<file path="config.mk">
export PLATFORM = sky130hd
export DESIGN_NAME = ucc_timer
export DESIGN_NICKNAME = d
export VERILOG_FILES = /design/src/ucc_pkg.sv /design/src/ucc_timer.sv
export VERILOG_INCLUDE_DIRS = /design/src
export SDC_FILE = /design/constraint.sdc
export NUM_CORES = 1
export LEC_CHECK = 0
export BUFFER_PORTS_ARGS = -buffer_cell sky130_fd_sc_hd__buf_2
export CAP_MARGIN = 20
export CELL_PAD_IN_SITES_DETAIL_PLACEMENT = 0
export CELL_PAD_IN_SITES_GLOBAL_PLACEMENT = 1
export CORE_MARGIN = 4
export CORE_UTILIZATION = 30
export DETAILED_ROUTE_END_ITERATION = 8
export PLACE_DENSITY_LB_ADDON = 0.12
export SYNTH_ARGS = -nofsm -noshare
export SYNTH_HDL_FRONTEND = slang
export SYNTH_SLANG_ARGS = --single-unit
</file>
<file path="constraint.sdc">
create_clock -name i_ref_clk -period 9.85 [get_ports i_ref_clk]
set_clock_uncertainty 0.2 [all_clocks]
set_input_delay 2.4625 -clock i_ref_clk [delete_from_list [all_inputs] [get_ports i_ref_clk]]
set_output_delay 2.4625 -clock i_ref_clk [all_outputs]
set_load 0.1 [all_outputs]
</file>
<file path="src/ucc_defines.svh">
// Constants for the up/down timer with two edge sense channels.
// What this block does
// - Eleven-bit counter counts up or down as chosen by a control bit.
// - Control bit picks system clock or low-power clock as counter clock.
// - Timer interrupt at max, min or reload threshold, including zero by wrapping.
// - Each channel senses rising or falling edges; falling-edge select 0 means rising.
// - Counting channel interrupts after set edge count, stores elapsed timer cycles.
// - Counting channel restarts the next group at once until timer disabled.
// - Capture channel snapshots timer count or 22-bit RTC value per stamp select.
// - Edge while event pending keeps old value, sets overrun; both clear together.
// - Both channels may select the same pin at once.
// - Per-channel mode bit: 0 capture mode, 1 counting mode.
// - Per-channel interrupt enable gates the channel interrupt.
// - Pin select values 1 to 12 choose pins 0 to 11.
// - Result register holds the value when the channel interrupt appears.
// - Periods measured equal the period field plus one.
// - Counting result equals timer clock cycles over the programmed periods.
// - Timer runs only with clock enable and enable bits both set.
// - Reload field sets the threshold where the counter interrupts and restarts.
`ifndef UCC_DEFINES_SVH
`define UCC_DEFINES_SVH

`define UCC_CNT_W 11
`define UCC_RTC_W 22
`define UCC_PER_W 8
`define UCC_PIN_W 4
`define UCC_GPIO_N 12
`define UCC_ADDR_W 8

`define UCC_OFF_CTRL 8'h00
`define UCC_OFF_CAPTURE 8'h04
`define UCC_OFF_STATUS 8'h08
`define UCC_OFF_COUNT 8'h0c
`define UCC_OFF_RESULT1 8'h10
`define UCC_OFF_RESULT2 8'h14
`define UCC_OFF_CLEAR 8'h18

`define UCC_CTRL_DOWN 11
`define UCC_CTRL_IRQ_EN 12
`define UCC_CTRL_FREE 13
`define UCC_CTRL_SYS_CLK 14
`define UCC_CTRL_CLK_EN 15
`define UCC_CTRL_ENABLE 16

`define UCC_STAT_EVENT 0
`define UCC_STAT_OVERRUN 2

`define UCC_RESP_OKAY 2'b00
`define UCC_RESP_SLVERR 2'b10

`endif

</file>
<file path="src/ucc_pkg.sv">
// Types shared by the up/down timer with two edge sense channels.
`include "ucc_defines.svh"

package ucc_pkg;

	// Per-channel configuration, laid out as one half-word of the capture register.
	typedef struct packed {
		logic channel_falling_edge_select;
		logic channel_counting_mode_select;
		logic channel_irq_enable;
		logic snapshot_source_select;
		logic [`UCC_PIN_W-1:0] channel_pin_select;
		logic [`UCC_PER_W-1:0] measure_period_count;
	} ucc_chcfg_t;

	typedef struct packed {
		logic sense_prev;
		logic channel_event_flag;
		logic channel_overrun_flag;
		logic [`UCC_RTC_W-1:0] channel_result_value;
		logic [`UCC_RTC_W-1:0] cycles;
		logic [`UCC_PER_W-1:0] edges;
	} ucc_chst_t;

	typedef struct packed {
		logic [`UCC_GPIO_N-1:0] gpio_s1;
		logic [`UCC_GPIO_N-1:0] gpio_s2;
		logic lp_s1;
		logic lp_s2;
		logic lp_prev;
		logic [`UCC_CNT_W-1:0] reload_threshold;
		logic count_direction_down;
		logic counter_irq_enable;
		logic free_running_enable;
		logic clock_source_select;
		logic counter_clock_enable;
		logic counter_enable;
		logic [`UCC_CNT_W-1:0] count;
		logic timer_irq;
		ucc_chcfg_t [1:0] cfg;
		ucc_chst_t [1:0] ch;
		logic [1:0] ch_irq;
		logic aw_have;
		logic w_have;
		logic [`UCC_ADDR_W-1:0] awaddr;
		logic [31:0] wdata;
		logic [3:0] wstrb;
		logic awready;
		logic wready;
		logic bvalid;
		logic [1:0] bresp;
		logic arready;
		logic rvalid;
		logic [31:0] rdata;
		logic [1:0] rresp;
	} ucc_state_t;

endpackage

</file>
<file path="src/ucc_timer.sv">
// Up/down timer with two edge sense channels behind an AXI4-Lite slave.
//
// Decided for this implementation: the address map and the AXI4-Lite register port.
`timescale 1ns/1ns
`default_nettype none
`include "ucc_defines.svh"

module ucc_timer
	import ucc_pkg::*;
#(
	parameter int P_GPIO_N = `UCC_GPIO_N
) (
	input wire logic i_ref_clk,
	input wire logic i_rst_n,
	input wire logic i_clk_en,
	input wire logic [`UCC_GPIO_N-1:0] i_gpio,
	input wire logic i_low_power_clock,
	input wire logic [`UCC_RTC_W-1:0] i_rtc_value,
	input wire logic [`UCC_ADDR_W-1:0] i_s_axi_awaddr,
	input wire logic i_s_axi_awvalid,
	output logic o_s_axi_awready,
	input wire logic [31:0] i_s_axi_wdata,
	input wire logic [3:0] i_s_axi_wstrb,
	input wire logic i_s_axi_wvalid,
	output logic o_s_axi_wready,
	output logic [1:0] o_s_axi_bresp,
	output logic o_s_axi_bvalid,
	input wire logic i_s_axi_bready,
	input wire logic [`UCC_ADDR_W-1:0] i_s_axi_araddr,
	input wire logic i_s_axi_arvalid,
	output logic o_s_axi_arready,
	output logic [31:0] o_s_axi_rdata,
	output logic [1:0] o_s_axi_rresp,
	output logic o_s_axi_rvalid,
	input wire logic i_s_axi_rready,
	output logic o_timer_irq,
	output logic [1:0] o_channel_irq
);

	if (P_GPIO_N != `UCC_GPIO_N) begin : g_check
		$error("P_GPIO_N must match the pin select decode width");
	end

	// Refuse constant settings that the register layout cannot hold.
	if (`UCC_CNT_W != `UCC_CTRL_DOWN) begin : g_ctrl_fit
		$error("reload field must end just below the direction bit");
	end

	if (`UCC_CTRL_ENABLE > 31) begin : g_ctrl_top
		$error("control bits must fit one 32-bit word");
	end

	if (`UCC_RTC_W != 22 || `UCC_CNT_W != 11) begin : g_rtc_fit
		$error("read and snapshot padding assume 22-bit results and an 11-bit count");
	end

	if ($bits(ucc_chcfg_t) != 16) begin : g_cfg_fit
		$error("channel configuration must fill one half-word");
	end

	if ((1 << `UCC_PIN_W) <= `UCC_GPIO_N) begin : g_pin_fit
		$error("pin select field cannot reach every pin");
	end

	ucc_state_t s_r;
	ucc_state_t s_nxt;

	function automatic logic pin_level(input logic [`UCC_GPIO_N-1:0] g,
			input logic [`UCC_PIN_W-1:0] sel);
		logic lvl;
		lvl = 1'b0;
		if (sel >= 4'h1 && sel <= 4'hc) begin
			lvl = g[sel - 4'h1];
		end
		return lvl;
	endfunction

	function automatic logic [31:0] merge(input logic [31:0] old, input logic [31:0] wd,
			input logic [3:0] strb);
		logic [31:0] m;
		m = old;
		for (int b = 0; b < 4; b++) begin
			if (strb[b]) begin
				m[b*8 +: 8] = wd[b*8 +: 8];
			end
		end
		return m;
	endfunction

	always_comb begin
		logic run;
		logic tick;
		logic hit;
		logic do_wr;
		logic [1:0] clr;
		logic [31:0] ctrl_word;
		logic [31:0] cap_word;
		logic [31:0] stat_word;
		logic [31:0] m;
		logic [31:0] rd;
		logic [1:0] rresp;
		logic sense;
		logic edge_seen;
		logic pending;
		logic fire;
		logic [`UCC_RTC_W-1:0] val;
		logic [`UCC_RTC_W-1:0] cyc;
		run = 1'b0;
		tick = 1'b0;
		hit = 1'b0;
		do_wr = 1'b0;
		clr = 2'b00;
		m = '0;
		rd = '0;
		rresp = `UCC_RESP_OKAY;
		sense = 1'b0;
		edge_seen = 1'b0;
		pending = 1'b0;
		fire = 1'b0;
		val = '0;
		cyc = '0;
		ctrl_word = '0;
		cap_word = '0;
		stat_word = '0;
		s_nxt = s_r;

		// Pin and low-power clock synchronisers; only the second stage is read.
		s_nxt.gpio_s1 = i_gpio;
		s_nxt.gpio_s2 = s_r.gpio_s1;
		s_nxt.lp_s1 = i_low_power_clock;
		s_nxt.lp_s2 = s_r.lp_s1;
		s_nxt.lp_prev = s_r.lp_s2;

		ctrl_word = {15'h0, s_r.counter_enable, s_r.counter_clock_enable,
			s_r.clock_source_select, s_r.free_running_enable, s_r.counter_irq_enable,
			s_r.count_direction_down, s_r.reload_threshold};
		cap_word = {s_r.cfg[1], s_r.cfg[0]};
		stat_word = {28'h0, s_r.ch[1].channel_overrun_flag, s_r.ch[0].channel_overrun_flag,
			s_r.ch[1].channel_event_flag, s_r.ch[0].channel_event_flag};

		// Write channel: address and data are taken in either order.
		if (i_s_axi_awvalid && s_r.awready) begin
			s_nxt.aw_have = 1'b1;
			s_nxt.awaddr = i_s_axi_awaddr;
		end
		if (i_s_axi_wvalid && s_r.wready) begin
			s_nxt.w_have = 1'b1;
			s_nxt.wdata = i_s_axi_wdata;
			s_nxt.wstrb = i_s_axi_wstrb;
		end
		if (s_r.bvalid && i_s_axi_bready) begin
			s_nxt.bvalid = 1'b0;
		end
		// The write lands one cycle after both halves are held, never while a response waits.
		do_wr = s_r.aw_have && s_r.w_have && !s_r.bvalid;
		if (do_wr) begin
			s_nxt.aw_have = 1'b0;
			s_nxt.w_have = 1'b0;
			s_nxt.bvalid = 1'b1;
			s_nxt.bresp = `UCC_RESP_OKAY;
			case (s_r.awaddr)
				`UCC_OFF_CTRL: begin
					m = merge(ctrl_word, s_r.wdata, s_r.wstrb);
					s_nxt.reload_threshold = m[`UCC_CNT_W-1:0];
					s_nxt.count_direction_down = m[`UCC_CTRL_DOWN];
					s_nxt.counter_irq_enable = m[`UCC_CTRL_IRQ_EN];
					s_nxt.free_running_enable = m[`UCC_CTRL_FREE];
					s_nxt.clock_source_select = m[`UCC_CTRL_SYS_CLK];
					s_nxt.counter_clock_enable = m[`UCC_CTRL_CLK_EN];
					s_nxt.counter_enable = m[`UCC_CTRL_ENABLE];
				end
				`UCC_OFF_CAPTURE: begin
					m = merge(cap_word, s_r.wdata, s_r.wstrb);
					s_nxt.cfg = m;
				end
				`UCC_OFF_CLEAR: begin
					clr = s_r.wdata[1:0] & {s_r.wstrb[0], s_r.wstrb[0]};
				end
				`UCC_OFF_STATUS, `UCC_OFF_COUNT, `UCC_OFF_RESULT1, `UCC_OFF_RESULT2: begin
					s_nxt.bresp = `UCC_RESP_OKAY;
				end
				default: begin
					s_nxt.bresp = `UCC_RESP_SLVERR;
				end
			endcase
		end
		s_nxt.awready = !s_nxt.aw_have && !s_nxt.bvalid;
		s_nxt.wready = !s_nxt.w_have && !s_nxt.bvalid;

		// Read channel: reads have no side effects.
		// The address is decoded as it stands at the accepting edge.
		case (i_s_axi_araddr)
			`UCC_OFF_CTRL: rd = ctrl_word;
			`UCC_OFF_CAPTURE: rd = cap_word;
			`UCC_OFF_STATUS: rd = stat_word;
			`UCC_OFF_COUNT: rd = {21'h0, s_r.count};
			`UCC_OFF_RESULT1: rd = {10'h0, s_r.ch[0].channel_result_value};
			`UCC_OFF_RESULT2: rd = {10'h0, s_r.ch[1].channel_result_value};
			`UCC_OFF_CLEAR: rd = '0;
			default: rresp = `UCC_RESP_SLVERR;
		endcase
		if (s_r.rvalid && i_s_axi_rready) begin
			s_nxt.rvalid = 1'b0;
		end
		if (i_s_axi_arvalid && s_r.arready) begin
			s_nxt.rvalid = 1'b1;
			s_nxt.rdata = rd;
			s_nxt.rresp = rresp;
		end
		s_nxt.arready = !s_nxt.rvalid;

		// Main counter.
		run = s_r.counter_clock_enable && s_r.counter_enable;
		// A low-power tick is one rising edge of the synchronised slow clock.
		tick = run && (s_r.clock_source_select || (s_r.lp_s2 && !s_r.lp_prev));
		if (!run) begin
			s_nxt.count = '0;
		end else if (tick) begin
			if (s_r.count_direction_down) begin
				// Free-running down counting is unsupported and behaves as reload mode.
				if (s_r.count == '0) begin
					s_nxt.count = s_r.reload_threshold;
					hit = 1'b1;
				end else begin
					s_nxt.count = s_r.count - 11'h001;
				end
			end else if (s_r.free_running_enable) begin
				s_nxt.count = s_r.count + 11'h001;
				hit = (s_r.count == 11'h7ff);
			end else if (s_r.count == s_r.reload_threshold) begin
				s_nxt.count = '0;
				hit = 1'b1;
			end else begin
				s_nxt.count = s_r.count + 11'h001;
			end
		end
		s_nxt.timer_irq = hit && s_r.counter_irq_enable;

		// Sense channels; both may watch the same pin independently.
		for (int i = 0; i < 2; i++) begin
			sense = pin_level(s_r.gpio_s2, s_r.cfg[i].channel_pin_select);
			edge_seen = s_r.cfg[i].channel_falling_edge_select ?
				(!sense && s_r.ch[i].sense_prev) : (sense && !s_r.ch[i].sense_prev);
			s_nxt.ch[i].sense_prev = sense;
			// A clear in the same cycle as a new event loses: the event is kept.
			pending = s_r.ch[i].channel_event_flag && !clr[i];
			fire = 1'b0;
			val = '0;
			if (s_r.cfg[i].channel_counting_mode_select) begin
				if (!run) begin
					s_nxt.ch[i].cycles = '0;
					s_nxt.ch[i].edges = '0;
				end else begin
					// The tick of the closing edge counts toward the group that it ends.
					cyc = s_r.ch[i].cycles + {21'h0, tick};
					s_nxt.ch[i].cycles = cyc;
					if (edge_seen) begin
						if (s_r.ch[i].edges == s_r.cfg[i].measure_period_count) begin
							fire = 1'b1;
							val = cyc;
							s_nxt.ch[i].cycles = '0;
							s_nxt.ch[i].edges = '0;
						end else begin
							s_nxt.ch[i].edges = s_r.ch[i].edges + 8'h01;
						end
					end
				end
			end else begin
				s_nxt.ch[i].cycles = '0;
				s_nxt.ch[i].edges = '0;
				if (edge_seen) begin
					fire = 1'b1;
					val = s_r.cfg[i].snapshot_source_select ? i_rtc_value :
						{11'h0, s_r.count};
				end
			end
			// A pending event keeps its stored value; the new one only marks an overrun.
			if (fire && !pending) begin
				s_nxt.ch[i].channel_result_value = val;
			end
			s_nxt.ch[i].channel_event_flag = pending || fire;
			s_nxt.ch[i].channel_overrun_flag = (s_r.ch[i].channel_overrun_flag && !clr[i]) ||
				(fire && pending);
			// The channel interrupt follows the flag at the same edge.
			s_nxt.ch_irq[i] = s_nxt.ch[i].channel_event_flag && s_r.cfg[i].channel_irq_enable;
		end
	end

	// A low clock enable freezes every register, the bus state included.
	always_ff @(posedge i_ref_clk or negedge i_rst_n) begin
		if (!i_rst_n) begin
			s_r <= '0;
		end else if (i_clk_en) begin
			s_r <= s_nxt;
		end
	end

	assign o_s_axi_awready = s_r.awready;
	assign o_s_axi_wready = s_r.wready;
	assign o_s_axi_bresp = s_r.bresp;
	assign o_s_axi_bvalid = s_r.bvalid;
	assign o_s_axi_arready = s_r.arready;
	assign o_s_axi_rdata = s_r.rdata;
	assign o_s_axi_rresp = s_r.rresp;
	assign o_s_axi_rvalid = s_r.rvalid;
	assign o_timer_irq = s_r.timer_irq;
	assign o_channel_irq = s_r.ch_irq;

endmodule // ucc_timer

`default_nettype wire

</file>
==> impl_metrics.py <==
metrics = {
    "layout": {
        "antenna_cells": 0,
        "drive_above_1_share_pct": 28.0,
        "finalNonFillerCells": 2211,
        "n_fill_cell": 5217,
        "fin_area_um2": 17800,
        "final_core_util_pct": 34.7,
        "nets": 1615,
        "area_growth_pct": 14.6,
    },
    "floorplan": {
        "rows": 83,
        "dieHeight_um": 235,
        "core-area_um2": 51300,
        "die_x_um": 235,
        "start_util_pct": 30.2,
        "die-area_um2": 55400,
        "pin_count": 139,
    },
    "synthesis": {
        "netlist_area_um2": 15500,
        "ys.warnings.count": 0,
        "yosysTopAreaCellShare_pct": 46.0,
        "synthDistinctLibCells": 70,
        "syn_inst": 1436,
        "synth_flop_cell": "dfrtp_1",
        "synth_edf_count": 0,
        "avgSynthCellArea_um2": 10.8,
        "synth.area.top_cells": "dfrtp_1 46%, mux2_2 9.4%, mux2_4 3.9%",
        "yosysSeqAreaShare_pct": 46.0,
        "ys_seq_elements": 285,
        "yosysTopAreaCell": "dfrtp_1",
        "synth_async_sr_flop_share_pct": 100,
    },
    "clock_network": {
        "htree_levels": 2,
        "tritoncts": "built",
        "cts-root-buf": "clkbuf_16",
        "numClockSinks": 285,
        "postCtsSetupBuffers": 0,
        "clock_path_buffers": 3,
        "cts-resized-gates": 0,
        "clk_pin_slew_ps": 60,
        "cts_hold_buf": 0,
        "clock_latency_ps": 560,
        "cts_made_buffers": 37,
    },
    "critical_path": {
        "startpoint_type": "primary input",
        "cpMostUsedCell": "buf_4",
        "startpoint": "i_clk_en",
        "crit_chain": "buf_4 -> inv_1 -> buf_4 -> or3_1 -> nor4_1 -> and2_1 -> nand2_1 -> mux2_2",
        "r2r_slack_ps": 5460,
        "crit_type": "in -> reg",
        "worst-path-max-fanout": 34,
        "slowest_stage": "or3_1",
        "critical_path_buf_inv_count": 3,
        "endpoint_kind": "register",
        "max_stage_delay_ps": 490,
        "required_ps": 10090,
        "crit_family": "simple AND/OR/NAND/NOR gates",
        "worstPathArrival_ps": 5200,
        "r2r_start": "s_r[207]",
    },
    "global_routing": {
        "grt_pass1_wl_um": 76900,
        "antenna_found_initial": 1,
        "grt-ovfl-total": 0,
        "grt_use_total_pct": 18.0,
        "grt_pass1_vias": 11400,
        "grt_start_max_net_pins": 120,
    },
    "run_status": {
        "violations": "DRC",
        "status": "finished with violations",
    },
    "routing": {
        "finalWirelength_um": 51200,
        "viasPerCell": 5.21,
        "wire_per_inst_um": 23.2,
        "drtIter0Drc": 994,
        "drtPass1Iterations": 9,
        "vias": 11500,
        "ant_nets": 0,
        "drc": 2,
    },
    "sta": {
        "grt_setup_unrepaired": "no",
        "fin_tns_setup_ps": 0,
        "max_freq_mhz": 201,
        "min_period_ps": 4970,
        "slew_viol_final": 0,
        "slew-limit-headroom_pct": 31.3,
        "period_share_pct": 50.4,
        "finalHoldViolations": 0,
        "tightestPinTransition_ps": 1030,
        "finalSetupViolCount": 0,
    },
    "worst_hold_path": {
        "hold_path_class": "reg -> reg",
        "worstHoldStart": "o_s_axi_rresp[1]",
    },
    "flow_run": {
        "max_cap_viol_count": 0,
    },
    "place": {
        "placed_cells": 2149,
        "gp_congestion": 0.799,
        "port_buffers": 136,
        "placed_cell_area_um2": 16600,
        "hpwl_um": 36700,
    },
    "power": {
        "powerDensity_nw_per_um2": 191,
        "peakVddDrop_v": 0.000132,
        "totalPowerFinal_mw": 3.40,
        "p_leak_nw": 7.94,
    },
}
[metal layers]
metal  wire length (µm)  track usage, %  up-vias  share of wire, %
li1                   -               -     5322                 -
met1              25200            26.9     5844                49
met2              22300            27.0      287                43
met3               2700            3.74       64               5.3
met4               1000            4.09        2               2.0
met5                 13               0        -             0.025
[synthesized netlist by cell type (32+ instances only)]
cell type and instances:
o21ai_0 93, mux2_2 130, and3_1 32, clkbuf_1 64, nand3_1 35, buf_4 38, nor2_1 53, a21oi_1 35
mux2_4 40, dfrtp_1 285, xor2_1 36, nand2_1 135, xnor2_1 47
[area by class of cell]
| type | count | area, µm² | area share [%] |
|---|---|---|---|
| Clock inverter | 13 | 164 | 0.922 |
| Clock buffer | 49 | 1040 | 5.86 |
| Inverter | 28 | 105 | 0.591 |
| Multi-Input combinational cell | 1003 | 7650 | 43.0 |
| Timing Repair Buffer | 153 | 833 | 4.69 |
| Sequential cell | 285 | 7130 | 40.1 |
| Tap cell | 680 | 851 | 4.79 |
[sequential cells by signal, indices dropped and copies added, names as in the netlist]
signal,cells
o_channel_irq,2
o_s_axi_arready,1
o_s_axi_awready,1
o_s_axi_bresp,1
o_s_axi_bvalid,1
o_s_axi_rdata,32
o_s_axi_rresp,1
o_s_axi_rvalid,1
o_s_axi_wready,1
o_timer_irq,1
s_nxt,14
s_r,229
[kinds of logic (layout without fill, tap and decap cells)]
logic type,count (synthesis),after routing,share of synthesized area [%]
AND/OR/NAND/NOR,397,397,13.4
AO/OA/AOI/OAI,296,296,13.1
flip-flops,285,285,46.0
multiplexers,213,213,16.9
buffers and inverters,149,243,4.96
XOR/XNOR,83,83,4.69
adder cells (fa/ha/maj),12,12,0.968
other,1,2,0.0242
[cell usage in the layout (no fill, tap or decap), drive strengths merged, types with 7 or more instances in the layout]
cell | synthesis | routed
a21o | 22 | 22
a21oi | 35 | 35
a221oi | 12 | 12
a222oi | 12 | 12
a22o | 24 | 24
a22oi | 16 | 16
a31oi | 7 | 7
and2 | 12 | 12
and3 | 32 | 32
buf | 57 | 153
clkbuf | 64 | 49
clkinv | 0 | 7
dfrtp | 285 | 285
ha | 12 | 12
inv | 28 | 29
mux2 | 170 | 170
mux2i | 34 | 34
mux4 | 9 | 9
nand2 | 136 | 136
nand3 | 35 | 35
nand4 | 15 | 15
nor2 | 65 | 65
nor2b | 19 | 19
nor3 | 22 | 22
nor3b | 11 | 11
nor4 | 8 | 8
o21ai | 93 | 93
o22ai | 24 | 24
o2bb2ai | 11 | 11
or2 | 9 | 9
or3 | 7 | 7
or4 | 10 | 10
xnor2 | 47 | 47
xor2 | 36 | 36
[through the flow]
step                worst slack, ps  hold WS (ps)
global route                   4720           292
global placement               4260           258
CTS                            4860           275
finish                         4880           269
floorplan                      5050           251
detailed placement             4250           263
[path summary, 6_finish.rpt]
path / depth (start not counted) / end
max in group asynchronous: 2 / s_r[238]
setup / recovery: 8 / s_r[221]
hold reg to reg: 1 / o_s_axi_rresp[1]
hold / removal: 1 / o_s_axi_rresp[1]
min in group asynchronous: 1 / o_s_axi_rdata[22]
setup reg to reg: 9 / s_r[102]
[power by group]
part | internal, mW | switching (mW) | leakage (nW) | total, mW
Clock | 0.822 | 0.542 | 0.589 | 1.36
Sequential | 1.32 | 0.173 | 3.76 | 1.49
Combinational | 0.218 | 0.324 | 3.59 | 0.541
Total | 2.36 | 1.04 | 7.94 | 3.40
Power figures use the tool's default switching activity.
